===== config.mk =====
export PLATFORM = sky130hd
export DESIGN_NAME = jsd_top
export DESIGN_NICKNAME = d
export VERILOG_FILES = /design/src/verilog/jsd_pkg.sv /design/src/verilog/jsd_sync.sv /design/src/verilog/jsd_filter.sv /design/src/verilog/jsd_top.sv
export SDC_FILE = /design/constraint.sdc
export NUM_CORES = 1
export LEC_CHECK = 0
export BUFFER_PORTS_ARGS = -buffer_cell sky130_fd_sc_hd__buf_2
export CORE_MARGIN = 5
export CORE_UTILIZATION = 40
export DETAILED_ROUTE_END_ITERATION = 10
export PLACE_DENSITY = 0.66
export SLEW_MARGIN = 20
export SYNTH_ARGS = -nofsm -noshare
export SYNTH_HDL_FRONTEND = slang
export SYNTH_HIERARCHICAL = 1
export SYNTH_SLANG_ARGS = --single-unit

===== constraint.sdc =====
create_clock -name i_core_clk -period 4 [get_ports i_core_clk]
set_clock_uncertainty 0.1 [all_clocks]
set_input_delay 0.4 -clock i_core_clk [delete_from_list [all_inputs] [get_ports i_core_clk]]
set_output_delay 0.4 -clock i_core_clk [all_outputs]
set_load 0.02 [all_outputs]

===== src/verilog/jsd_pkg.sv =====
// shared constants for the jack sense filter block
package jsd_pkg;
    localparam int CLK_HZ        = 25_000_000;
    localparam int UNIT_US       = 1000;
    localparam int UNIT_CYCLES   = (CLK_HZ / 1_000_000) * UNIT_US;
    localparam int CODE_W        = 3;
    localparam int CNT_W         = 20;
    localparam int ADR_W         = 8;

    localparam logic [7:0] ADDR_CTRL   = 8'h00;
    localparam logic [7:0] ADDR_TIME   = 8'h04;
    localparam logic [7:0] ADDR_MASK   = 8'h08;
    localparam logic [7:0] ADDR_STATUS = 8'h0C;

    localparam int C_PDN       = 0;
    localparam int C_LATCH     = 1;
    localparam int C_RING_ACT  = 2;
    localparam int C_TIP_CTL   = 3;
    localparam int C_TIP_FLIP  = 5;
    localparam int C_RING_FLIP = 6;
    localparam int C_GATE      = 7;
    localparam int C_MON_ACT   = 8;
    localparam int C_TIP_FE    = 9;
    localparam int CTRL_W      = 10;
    localparam logic [CTRL_W-1:0] CTRL_RST = 10'h001;

    localparam int T_TIP_FALL  = 0;
    localparam int T_TIP_RISE  = 4;
    localparam int T_RING_FALL = 8;
    localparam int T_RING_RISE = 12;
    localparam int TIME_W      = 16;
    localparam logic [TIME_W-1:0] TIME_RST = 16'h1111;

    localparam int M_TIP       = 0;
    localparam int M_RING      = 1;
    localparam int M_BROWN     = 2;
    localparam int MASK_W      = 3;
    localparam logic [MASK_W-1:0] MASK_RST = 3'h7;

    localparam int S_TIP_INS   = 0;
    localparam int S_TIP_UNP   = 1;
    localparam int S_RING_INS  = 2;
    localparam int S_RING_UNP  = 3;
    localparam int S_TIP_PRES  = 4;
    localparam int S_RING_PRES = 5;
    localparam int S_BROWN     = 6;
    localparam int S_BUS_SEL   = 7;
    localparam int S_TIP_RAW   = 8;
    localparam int S_RING_RAW  = 9;
    localparam int STAT_W      = 10;
endpackage


===== src/verilog/jsd_sync.sv =====
// three-stage pin synchroniser, output moves once stages two and three agree
module jsd_sync #(
    parameter int WIDTH = 1
) (
    input  wire logic             i_core_clk,
    input  wire logic             i_resetn,
    input  wire logic [WIDTH-1:0] i_pin,
    output logic      [WIDTH-1:0] o_level
);
    logic [WIDTH-1:0] s1;
    logic [WIDTH-1:0] s2;
    logic [WIDTH-1:0] s3;
    logic [WIDTH-1:0] next_level;

    always_comb begin
        next_level = ((s2 ~^ s3) & s3) | ((s2 ^ s3) & o_level);
    end

    always_ff @(posedge i_core_clk or negedge i_resetn) begin
        if (!i_resetn) begin
            s1      <= '0;
            s2      <= '0;
            s3      <= '0;
            o_level <= '0;
        end else begin
            s1      <= i_pin;
            s2      <= s1;
            s3      <= s2;
            o_level <= next_level;
        end
    end
endmodule


===== src/verilog/jsd_filter.sv =====
// plug/unplug debounce for one sense contact
module jsd_filter
    import jsd_pkg::*;
#(
    parameter int UNIT = jsd_pkg::UNIT_CYCLES
) (
    input  wire logic              i_core_clk,
    input  wire logic              i_resetn,
    input  wire logic              i_enable,
    input  wire logic              i_level,
    input  wire logic [CODE_W-1:0] i_rise_code,
    input  wire logic [CODE_W-1:0] i_fall_code,
    output logic                   o_plugged,
    output logic                   o_unplug
);
    logic [CNT_W-1:0] cnt;
    logic             prev;
    logic [CNT_W-1:0] next_cnt;
    logic             next_plugged;
    logic             next_unplug;

    function automatic logic [CNT_W-1:0] limit(input logic [CODE_W-1:0] code);
        limit = CNT_W'(code * UNIT);
    endfunction

    always_comb begin
        next_cnt     = CNT_W'(0);
        next_plugged = 1'b0;
        next_unplug  = 1'b0;
        if (i_enable) begin
            if (i_level) begin
                next_unplug  = 1'b1;
                next_plugged = o_plugged;
                if (prev && !o_plugged) begin
                    if (cnt >= limit(i_rise_code)) begin
                        next_plugged = 1'b1;
                    end else begin
                        next_cnt = cnt + CNT_W'(1);
                    end
                end
            end else begin
                next_unplug = o_unplug;
                if (prev || !o_unplug) begin
                    next_cnt = CNT_W'(0);
                end else if (cnt >= limit(i_fall_code)) begin
                    next_unplug = 1'b0;
                end else begin
                    next_cnt = cnt + CNT_W'(1);
                end
            end
        end
    end

    always_ff @(posedge i_core_clk or negedge i_resetn) begin
        if (!i_resetn) begin
            cnt       <= '0;
            prev      <= 1'b0;
            o_plugged <= 1'b0;
            o_unplug  <= 1'b0;
        end else begin
            cnt       <= next_cnt;
            prev      <= i_level;
            o_plugged <= next_plugged;
            o_unplug  <= next_unplug;
        end
    end
endmodule


===== src/verilog/jsd_top.sv =====
// jack sense filter, gating, supply monitor status and wishbone registers
// Notes on behaviour
// - tip unplug bit drops only after tip removal time of steady removal.
// - tip plugged bit rises only after tip insertion time of steady presence.
// - ring unplug bit drops only after ring removal time.
// - ring plugged bit rises only after ring insertion time.
// - tip removal time comes from its own tip setting field.
// - tip and ring each have separate rise and fall time fields.
// - ring filter runs only while its active-low powerdown bit is one.
// - tip filter enabled by tip control codes 01 or 11.
// - status reads give the live condition, no captured event latch.
// - plug/unplug pair: 00 removed, 01 transitional, 11 inserted, 10 reserved.
// - with gating, ring present needs ring and tip both detected.
// - with gating, tip present is suppressed while ring is detected.
// - polarity flip applies before gating.
// - supply monitor runs only while its active-low powerdown bit is one.
// - supply under trip sets brown-out status; interrupt only while unmasked.
// - brown-out persists until supply rises above recovery level.
// - control bus select captured at reset release, never changes after.
//
// The implementer's own choices: the register addresses and register access over Wishbone.
module jsd_top
    import jsd_pkg::*;
#(
    parameter int UNIT = jsd_pkg::UNIT_CYCLES
) (
    input  wire logic                     i_core_clk,
    input  wire logic                     i_resetn,
    input  wire logic                     i_wb_cyc,
    input  wire logic                     i_wb_stb,
    input  wire logic                     i_wb_we,
    input  wire logic [jsd_pkg::ADR_W-1:0] i_wb_adr,
    input  wire logic [3:0]               i_wb_sel,
    input  wire logic [31:0]              i_wb_dat,
    output logic      [31:0]              o_wb_dat,
    output logic                          o_wb_ack,
    input  wire logic                     i_tip_sense,
    input  wire logic                     i_ring_sense,
    input  wire logic                     i_supply_below_trip,
    input  wire logic                     i_supply_above_recovery,
    input  wire logic                     i_control_bus_select,
    output logic                          o_control_bus_select,
    output logic                          o_tip_frontend_en,
    output logic                          o_supply_monitor_en,
    output logic                          o_irq
);
    import jsd_pkg::*;

    logic [CTRL_W-1:0] ctrl;
    logic [TIME_W-1:0] times;
    logic [MASK_W-1:0] mask;
    logic [CTRL_W-1:0] next_ctrl;
    logic [TIME_W-1:0] next_times;
    logic [MASK_W-1:0] next_mask;
    logic              next_ack;
    logic [31:0]       next_dat;
    logic              next_fe;
    logic              next_mon;

    logic              captured;
    logic              next_captured;
    logic              next_bus_sel;

    logic              brown;
    logic              next_brown;
    logic              tip_pres;
    logic              ring_pres;
    logic              next_tip_pres;
    logic              next_ring_pres;
    logic              next_irq;

    logic [3:0]        pins;
    logic              tip_raw;
    logic              ring_raw;
    logic              below_trip;
    logic              above_rec;
    logic              tip_det;
    logic              ring_det;
    logic              tip_en;
    logic              ring_en;
    logic              tip_ins;
    logic              tip_unp;
    logic              ring_ins;
    logic              ring_unp;
    logic              req;
    logic [STAT_W-1:0] status;

    function automatic logic [31:0] lane_mask(input logic [3:0] sel);
        for (int b = 0; b < 4; b++) begin
            lane_mask[b*8 +: 8] = {8{sel[b]}};
        end
    endfunction

    function automatic logic [31:0] merge(input logic [31:0] old,
                                          input logic [31:0] dat,
                                          input logic [3:0]  sel);
        merge = (old & ~lane_mask(sel)) | (dat & lane_mask(sel));
    endfunction

    // pin synchronisers
    jsd_sync #(
        .WIDTH (4)
    ) u_sync (
        .i_core_clk (i_core_clk),
        .i_resetn   (i_resetn),
        .i_pin      ({i_supply_above_recovery, i_supply_below_trip,
                      i_ring_sense, i_tip_sense}),
        .o_level    (pins)
    );

    assign tip_raw    = pins[0];
    assign ring_raw   = pins[1];
    assign below_trip = pins[2];
    assign above_rec  = pins[3];

    // detected states carry polarity before gating
    assign tip_det  = tip_raw ^ ctrl[C_TIP_FLIP];
    assign ring_det = ring_raw ^ ctrl[C_RING_FLIP];

    assign tip_en  = !ctrl[C_PDN] && o_tip_frontend_en && ctrl[C_TIP_CTL];
    assign ring_en = !ctrl[C_PDN] && ctrl[C_RING_ACT];

    jsd_filter #(
        .UNIT (UNIT)
    ) u_tip (
        .i_core_clk  (i_core_clk),
        .i_resetn    (i_resetn),
        .i_enable    (tip_en),
        .i_level     (tip_det),
        .i_rise_code (times[T_TIP_RISE +: CODE_W]),
        .i_fall_code (times[T_TIP_FALL +: CODE_W]),
        .o_plugged   (tip_ins),
        .o_unplug    (tip_unp)
    );

    jsd_filter #(
        .UNIT (UNIT)
    ) u_ring (
        .i_core_clk  (i_core_clk),
        .i_resetn    (i_resetn),
        .i_enable    (ring_en),
        .i_level     (ring_det),
        .i_rise_code (times[T_RING_RISE +: CODE_W]),
        .i_fall_code (times[T_RING_FALL +: CODE_W]),
        .o_plugged   (ring_ins),
        .o_unplug    (ring_unp)
    );

    // presence gating
    always_comb begin
        if (ctrl[C_GATE]) begin
            next_tip_pres  = tip_ins && !ring_ins;
            next_ring_pres = ring_ins && tip_ins;
        end else begin
            next_tip_pres  = tip_ins;
            next_ring_pres = ring_ins;
        end
    end

    // brown-out with hysteresis
    always_comb begin
        next_brown = brown;
        if (!o_supply_monitor_en) begin
            next_brown = 1'b0;
        end else if (below_trip) begin
            next_brown = 1'b1;
        end else if (above_rec) begin
            next_brown = 1'b0;
        end
    end

    // live status word, no capture
    always_comb begin
        status              = '0;
        status[S_TIP_INS]   = tip_ins;
        status[S_TIP_UNP]   = tip_unp;
        status[S_RING_INS]  = ring_ins;
        status[S_RING_UNP]  = ring_unp;
        status[S_TIP_PRES]  = tip_pres;
        status[S_RING_PRES] = ring_pres;
        status[S_BROWN]     = brown;
        status[S_BUS_SEL]   = o_control_bus_select;
        status[S_TIP_RAW]   = tip_raw;
        status[S_RING_RAW]  = ring_raw;
    end

    // live interrupt level
    always_comb begin
        next_irq = (tip_pres && !mask[M_TIP]) ||
                   (ring_pres && !mask[M_RING]) ||
                   (brown && !mask[M_BROWN]);
    end

    // bus slave and register file
    assign req = i_wb_cyc && i_wb_stb && !o_wb_ack;

    always_comb begin
        next_ctrl          = ctrl;
        next_ctrl[C_LATCH] = 1'b0;
        next_times         = times;
        next_mask          = mask;
        next_ack           = req;
        next_dat           = '0;
        next_fe            = o_tip_frontend_en;
        next_mon           = o_supply_monitor_en;
        if (ctrl[C_LATCH]) begin
            next_fe  = ctrl[C_TIP_FE];
            next_mon = ctrl[C_MON_ACT];
        end
        if (req && i_wb_we) begin
            case (i_wb_adr)
                ADDR_CTRL: begin
                    next_ctrl = CTRL_W'(merge(32'(ctrl), i_wb_dat, i_wb_sel));
                end
                ADDR_TIME: begin
                    next_times = TIME_W'(merge(32'(times), i_wb_dat, i_wb_sel));
                end
                ADDR_MASK: begin
                    next_mask = MASK_W'(merge(32'(mask), i_wb_dat, i_wb_sel));
                end
                default: begin
                    next_ctrl[C_LATCH] = 1'b0;
                end
            endcase
        end else if (req) begin
            case (i_wb_adr)
                ADDR_CTRL: begin
                    next_dat = 32'(ctrl);
                end
                ADDR_TIME: begin
                    next_dat = 32'(times);
                end
                ADDR_MASK: begin
                    next_dat = 32'(mask);
                end
                ADDR_STATUS: begin
                    next_dat = 32'(status);
                end
                default: begin
                    next_dat = '0;
                end
            endcase
        end
    end

    // strap capture after reset release
    always_comb begin
        next_captured = 1'b1;
        next_bus_sel  = o_control_bus_select;
        if (!captured) begin
            next_bus_sel = i_control_bus_select;
        end
    end

    always_ff @(posedge i_core_clk or negedge i_resetn) begin
        if (!i_resetn) begin
            ctrl                 <= CTRL_RST;
            times                <= TIME_RST;
            mask                 <= MASK_RST;
            o_wb_ack             <= 1'b0;
            o_wb_dat             <= '0;
            o_tip_frontend_en    <= 1'b0;
            o_supply_monitor_en  <= 1'b0;
            captured             <= 1'b0;
            o_control_bus_select <= 1'b0;
            brown                <= 1'b0;
            tip_pres             <= 1'b0;
            ring_pres            <= 1'b0;
            o_irq                <= 1'b0;
        end else begin
            ctrl                 <= next_ctrl;
            times                <= next_times;
            mask                 <= next_mask;
            o_wb_ack             <= next_ack;
            o_wb_dat             <= next_dat;
            o_tip_frontend_en    <= next_fe;
            o_supply_monitor_en  <= next_mon;
            captured             <= next_captured;
            o_control_bus_select <= next_bus_sel;
            brown                <= next_brown;
            tip_pres             <= next_tip_pres;
            ring_pres            <= next_ring_pres;
            o_irq                <= next_irq;
        end
    end
endmodule


# After elaboration in Yosys (flattened, before gate mapping)
# Index checks and enable logic that the tools add are counted.
[op_classes] add_sub_neg=2 mul=4 n_lt_le_gt_ge=4 eq_ne=12 mux=39 bitwise_logic=15 n_reduce_logical=34
[op_table] op="$mux 20" n=12
[op_table] op="$ge 20x18->1" n=4
[op_table] op="$pmux 16 s4" n=1
[op_table] op="$mul 3x12->15 const B" n=4
[op_table] op="$add 20x1->20 const B" n=2
[op_table] op="$and 16x16->16" n=2
[op_table] op="$mux 16" n=2
[op_table] op="$mux 1" n=23
[op_table] op="$eq 8x4->1 const B" n=2
[op_table] op="$not 16->16" n=1
[op_table] op="$or 16x16->16" n=1
[op_table] op="$reduce_and 2->1" n=7
[op_table] op="$logic_and 1x1->1" n=13
[op_table] op="$ne 3x3->1 const B" n=4
[op_table] op="$and 10x10->10" n=1
[op_table] op="$or 10x10->10" n=1
[op_table] op="$logic_not 1->1" n=9
[op_table] op="$ne 3x1->1 const B" n=3
[op_table] op="$and 4x4->4" n=2
[op_table] op="$eq 8x3->1 const B" n=1
[op_table] op="$logic_not 8->1" n=1
[op_table] op="$ne 3x2->1 const B" n=2
[op_table] op="$logic_or 1x1->1" n=4
[op_table] op="$or 4x4->4" n=1
[op_table] op="other kinds (6)" n=7
[word_totals] regBits=132 input_bits=54 out_inout_bits=37 wordCells=136

# Depth between registers and ports, before layout
[logic_depth] depth_word=6 ltp_mapped=15 depth_no_buf=14

# Hierarchy
# The synthesis kept the hierarchy.
[modules_own_cells] module="jsd_top" instances=1 cells_each=180 area_per_inst_um2=2476.1 seq_area_each_um2=1361.3
[modules_own_cells] module="jsd_filter at u_tip" instances=1 cells_each=242 area_per_inst_um2=2242.2 seq_area_each_um2=575.6
[modules_own_cells] module="jsd_filter at u_ring" instances=1 cells_each=246 area_per_inst_um2=2200.9 seq_area_each_um2=575.6
[modules_own_cells] module="jsd_sync" instances=1 cells_each=24 area_per_inst_um2=480.5 seq_area_each_um2=400.4

# Least setup slack after synthesis
# OpenSTA, ideal clock, no wires.
[synth_path] path_kind="flip-flop to flip-flop" start="register (tool-made name)" end="register u_tip.cnt[12]" setup_ns=0.073 arrival_time_ns=2.921 required_ns=3.827 slack_ns=0.905 stages_incl_launch_ff=15 path_buffers=1 period_less_slack_ns=3.095 cell_sequence="dfstp_2 > ha_1 > ha_1 > nor2b_1 > o21ai_0 > o21ai_1 > a21oi_1 > xor2_1 > ha_1 > nand2_1 > o21ai_0 > a221oi_2 > o311ai_4 > buf_8 > a21oi_2"
[synth_rtl] item="to (signal assigned)" line="jsd_filter.sv:61" source="cnt <= next_cnt;"
[synth_rtl] item="to (decl)" line="jsd_filter.sv:16" source="logic [CNT_W-1:0] cnt;"

==> results.toml <==
[run_status]
status = "completed"

[finish]
layout_common_cells = "dfrtp_1 (108), ha_1 (92), a21oi_1 (60)"
multi_input_area_mm2 = 0.004156
mostFrequentLayoutCell = "dfrtp_1"
final_nets = 909
regArea_mm2 = 0.002913
fill_cells = 1669
antennaDiodeCount = 0
area_delta_synth_final_pct = 14.78
layout-drive-gt1-share_pct = 22.04

[clocking]
clockBufferDepth = 2
cts_setup_buffers = 0
cts_tree = "built"
clkTransAtPathRegs_ns = 0.06
clk_latency_ns = 0.41
clock_sinks = 116
cts_buffers = 17
root_buffer = "clkbuf_16"
cts_max_level = 4

[detailed_routing]
final_antenna_net_count = 0
wl_per_cell_um = 15.73
drtIter0Drc = 238
dr_total_vias = 5192
drc_errors = 0
viasPerCell = 5.166
drt_pass1_iterations = 4
drt-total-wl_um = 15810

[floorplanning]
num_rows = 49
die_w_um = 146.0
coreArea_mm2 = 0.01809
io_pins = 91
die_y_um = 146.0
start_util_pct = 40.91
dieArea_mm2 = 0.02132

[power_and_ir_drop]
seqPwrFrac_pct = 42.7
ir_drop_uv = 278.4
switchingPower_uw = 712.0
power_mw = 2.829
switching_share_pct = 25.17
clockPowerShare_pct = 52.2
leakage_nw = 4.001
p_comb_share_pct = 5.1
p_int_mw = 2.117
power.density_mw_per_mm2 = 333.1

[place]
globalplace.congestion = 0.8455
dpl.hpwl_um = 11640
dpl_worst_slack_ns = 0.3129
port_buffers = 56

[worst_setup_path]
slowest_delay_ns = 0.92
crit_buf_inv = 0
critPathTopFamily = "compound AO/OA/AOI/OAI gates"
cp_cell_sequence = "ha_1 -> ha_1 -> nor2b_1 -> o21ai_0 -> o21ai_1 -> a21oi_1 -> xor2_1 -> ha_1 -> nand4_1 -> o311ai_4 -> a21oi_1"
cp_common_cell = "ha_1"
crit_path_end_kind = "register"
critPathArrivalTime_ns = 3.82
cp_max_fo = 19
criticalPathCategory = "register to register"
critPathRequiredTime_ns = 4.14
slowest_stage = "o311ai_4"
critPathLaunchType = "register"

[logic_synthesis]
yosysWarningCount = 6
synthDistinctLibCells = 72
yosysTopAreaCell = "dfrtp_1"
async_flop_share_pct = 100.0
synth_area_per_cell_um2 = 10.69
synth.top_cell.area_share_pct = 36.52
synth_cells = 692
yosysSeqAreaShare_pct = 39.36
synth_edf_count = 0
synth_area_mm2 = 0.007400
ys.flop_type = "dfrtp_1"
netlist_top_cells_area = "dfrtp_1 (37%), ha_1 (16%), xnor2_1 (4.9%), mux2_2 (4.7%), a21oi_1 (4.1%)"
ys_seq_elements = 116

[timing]
period_needed_ns = 3.675
max_slew_margin_pct = 27.89
finalHoldViolCount = 0
max_freq_mhz = 272.1
tns_ns = 0
finalCritPeriodShare_pct = 91.86
slew_violations = 0
final.setup.worst_slack_ns = 0.3254
rsz0062_at_grt = "no"
final-setup-viol-count = 0
worstMarginPinSlew_ns = 1.079

[grt]
grt_use_total_pct = 15.49
antenna_found_initial = 0
grt.overflow.total = 0
grt_pass1_vias = 5379
grt_max_degree = 80
grt_pass1_wl_um = 27210

[hold_path]
min_path_type = "input port to register"
hp-start = "i_wb_dat[15]"

[run]
cap_violations = 0
==> worst reg2reg max path, cell delays in order (launching register included) <==
cell      delay, ns
dfstp_2        0.65
ha_1           0.30
ha_1           0.24
nor2b_1        0.13
o21ai_0        0.15
o21ai_1        0.08
a21oi_1        0.17
xor2_1         0.10
ha_1           0.30
nand4_1        0.18
o311ai_4       0.92
a21oi_1        0.19
==> Yosys cell counts, drive strengths merged, types with 13 or more instances <==
cell and instances:
nand2 36, xor2 19, nor2 15, a21oi 71
nor4 13, ha 92, buf 23, dfrtp 108
mux2 31, nand4 13, nand3 19, inv 51
xnor2 41, o21ai 24, and2 19
==> layer usage <==
layer	share of wire (%)	vias up	track usage (%)
li1	-	2583	-
met1	48	2524	21.24
met2	48	74	25.10
met3	3.6	11	3.936
met4	0.68	0	3.057
met5	0	-	0
==> power by group through the flow <==
stage / Combinational [mW] / Clock (mW) / Sequential (mW)
after floorplan: 0.0921 / 0 / 1.22
after global placement: 0.140 / 0 / 1.23
after detailed placement: 0.142 / 0 / 1.23
after CTS: 0.146 / 1.51 / 1.21
after global routing: 0.165 / 1.56 / 1.21
final: 0.146 / 1.48 / 1.21
==> per-stage QoR <==
step           utilization (%)  instances  area [µm²]  hold WS [ns]
2_1_floorplan                -        707        7456      0.004409
6_report                 46.96       1005        8493        0.1226
3_3_place_gp             43.50        968        7868        0.2329
3_5_place_dp             43.50        968        7868        0.2455
5_1_grt                  46.96       1005        8493        0.1056
4_1_cts                  46.88       1004        8479       0.08033
==> kinds of logic after synthesis <==
group,Yosys count,share of synthesized area [%]
compound gates,128,11.09
xor+xnor,60,7.102
fa+ha+maj,92,15.56
buf+inv,80,5.309
flops,116,39.36
mux,42,6.713
other cells,4,0.2028
simple gates,170,14.66
==> repair_timing <==
| action | in CTS | in global routing |
|---|---|---|
| hold buffers | 4 | 1 |
| setup endpoints to repair | 0 | 0 |
| endpoints found under the hold margin | 4 | 34 |
| gates resized for setup | 0 | 0 |
==> final cells by class <==
class | instances | area share, %
multi-input combinational | 511 | 48.94
sequential | 116 | 34.30
clock buffer | 17 | 5.009
timing repair buffer | 66 | 4.405
tap | 229 | 3.374
inverter | 51 | 2.254
clock inverter | 15 | 1.724
==> worst paths after layout <==
check,to,cells after the start,slack (ns)
max in group asynchronous,asynchronous set/reset pin,3,2.52
hold reg to reg,u_sync/s2[3]$_DFF_PN0_,0,0.26
setup reg to reg,u_tip/cnt[5]$_DFF_PN0_,11,0.33
min in group asynchronous,u_sync/s3[0]$_DFF_PN0_,2,0.47
hold / removal,register,2,0.12
setup / recovery,u_tip/cnt[5]$_DFF_PN0_,11,0.33
No activity file was read; power rests on OpenSTA's default activity.
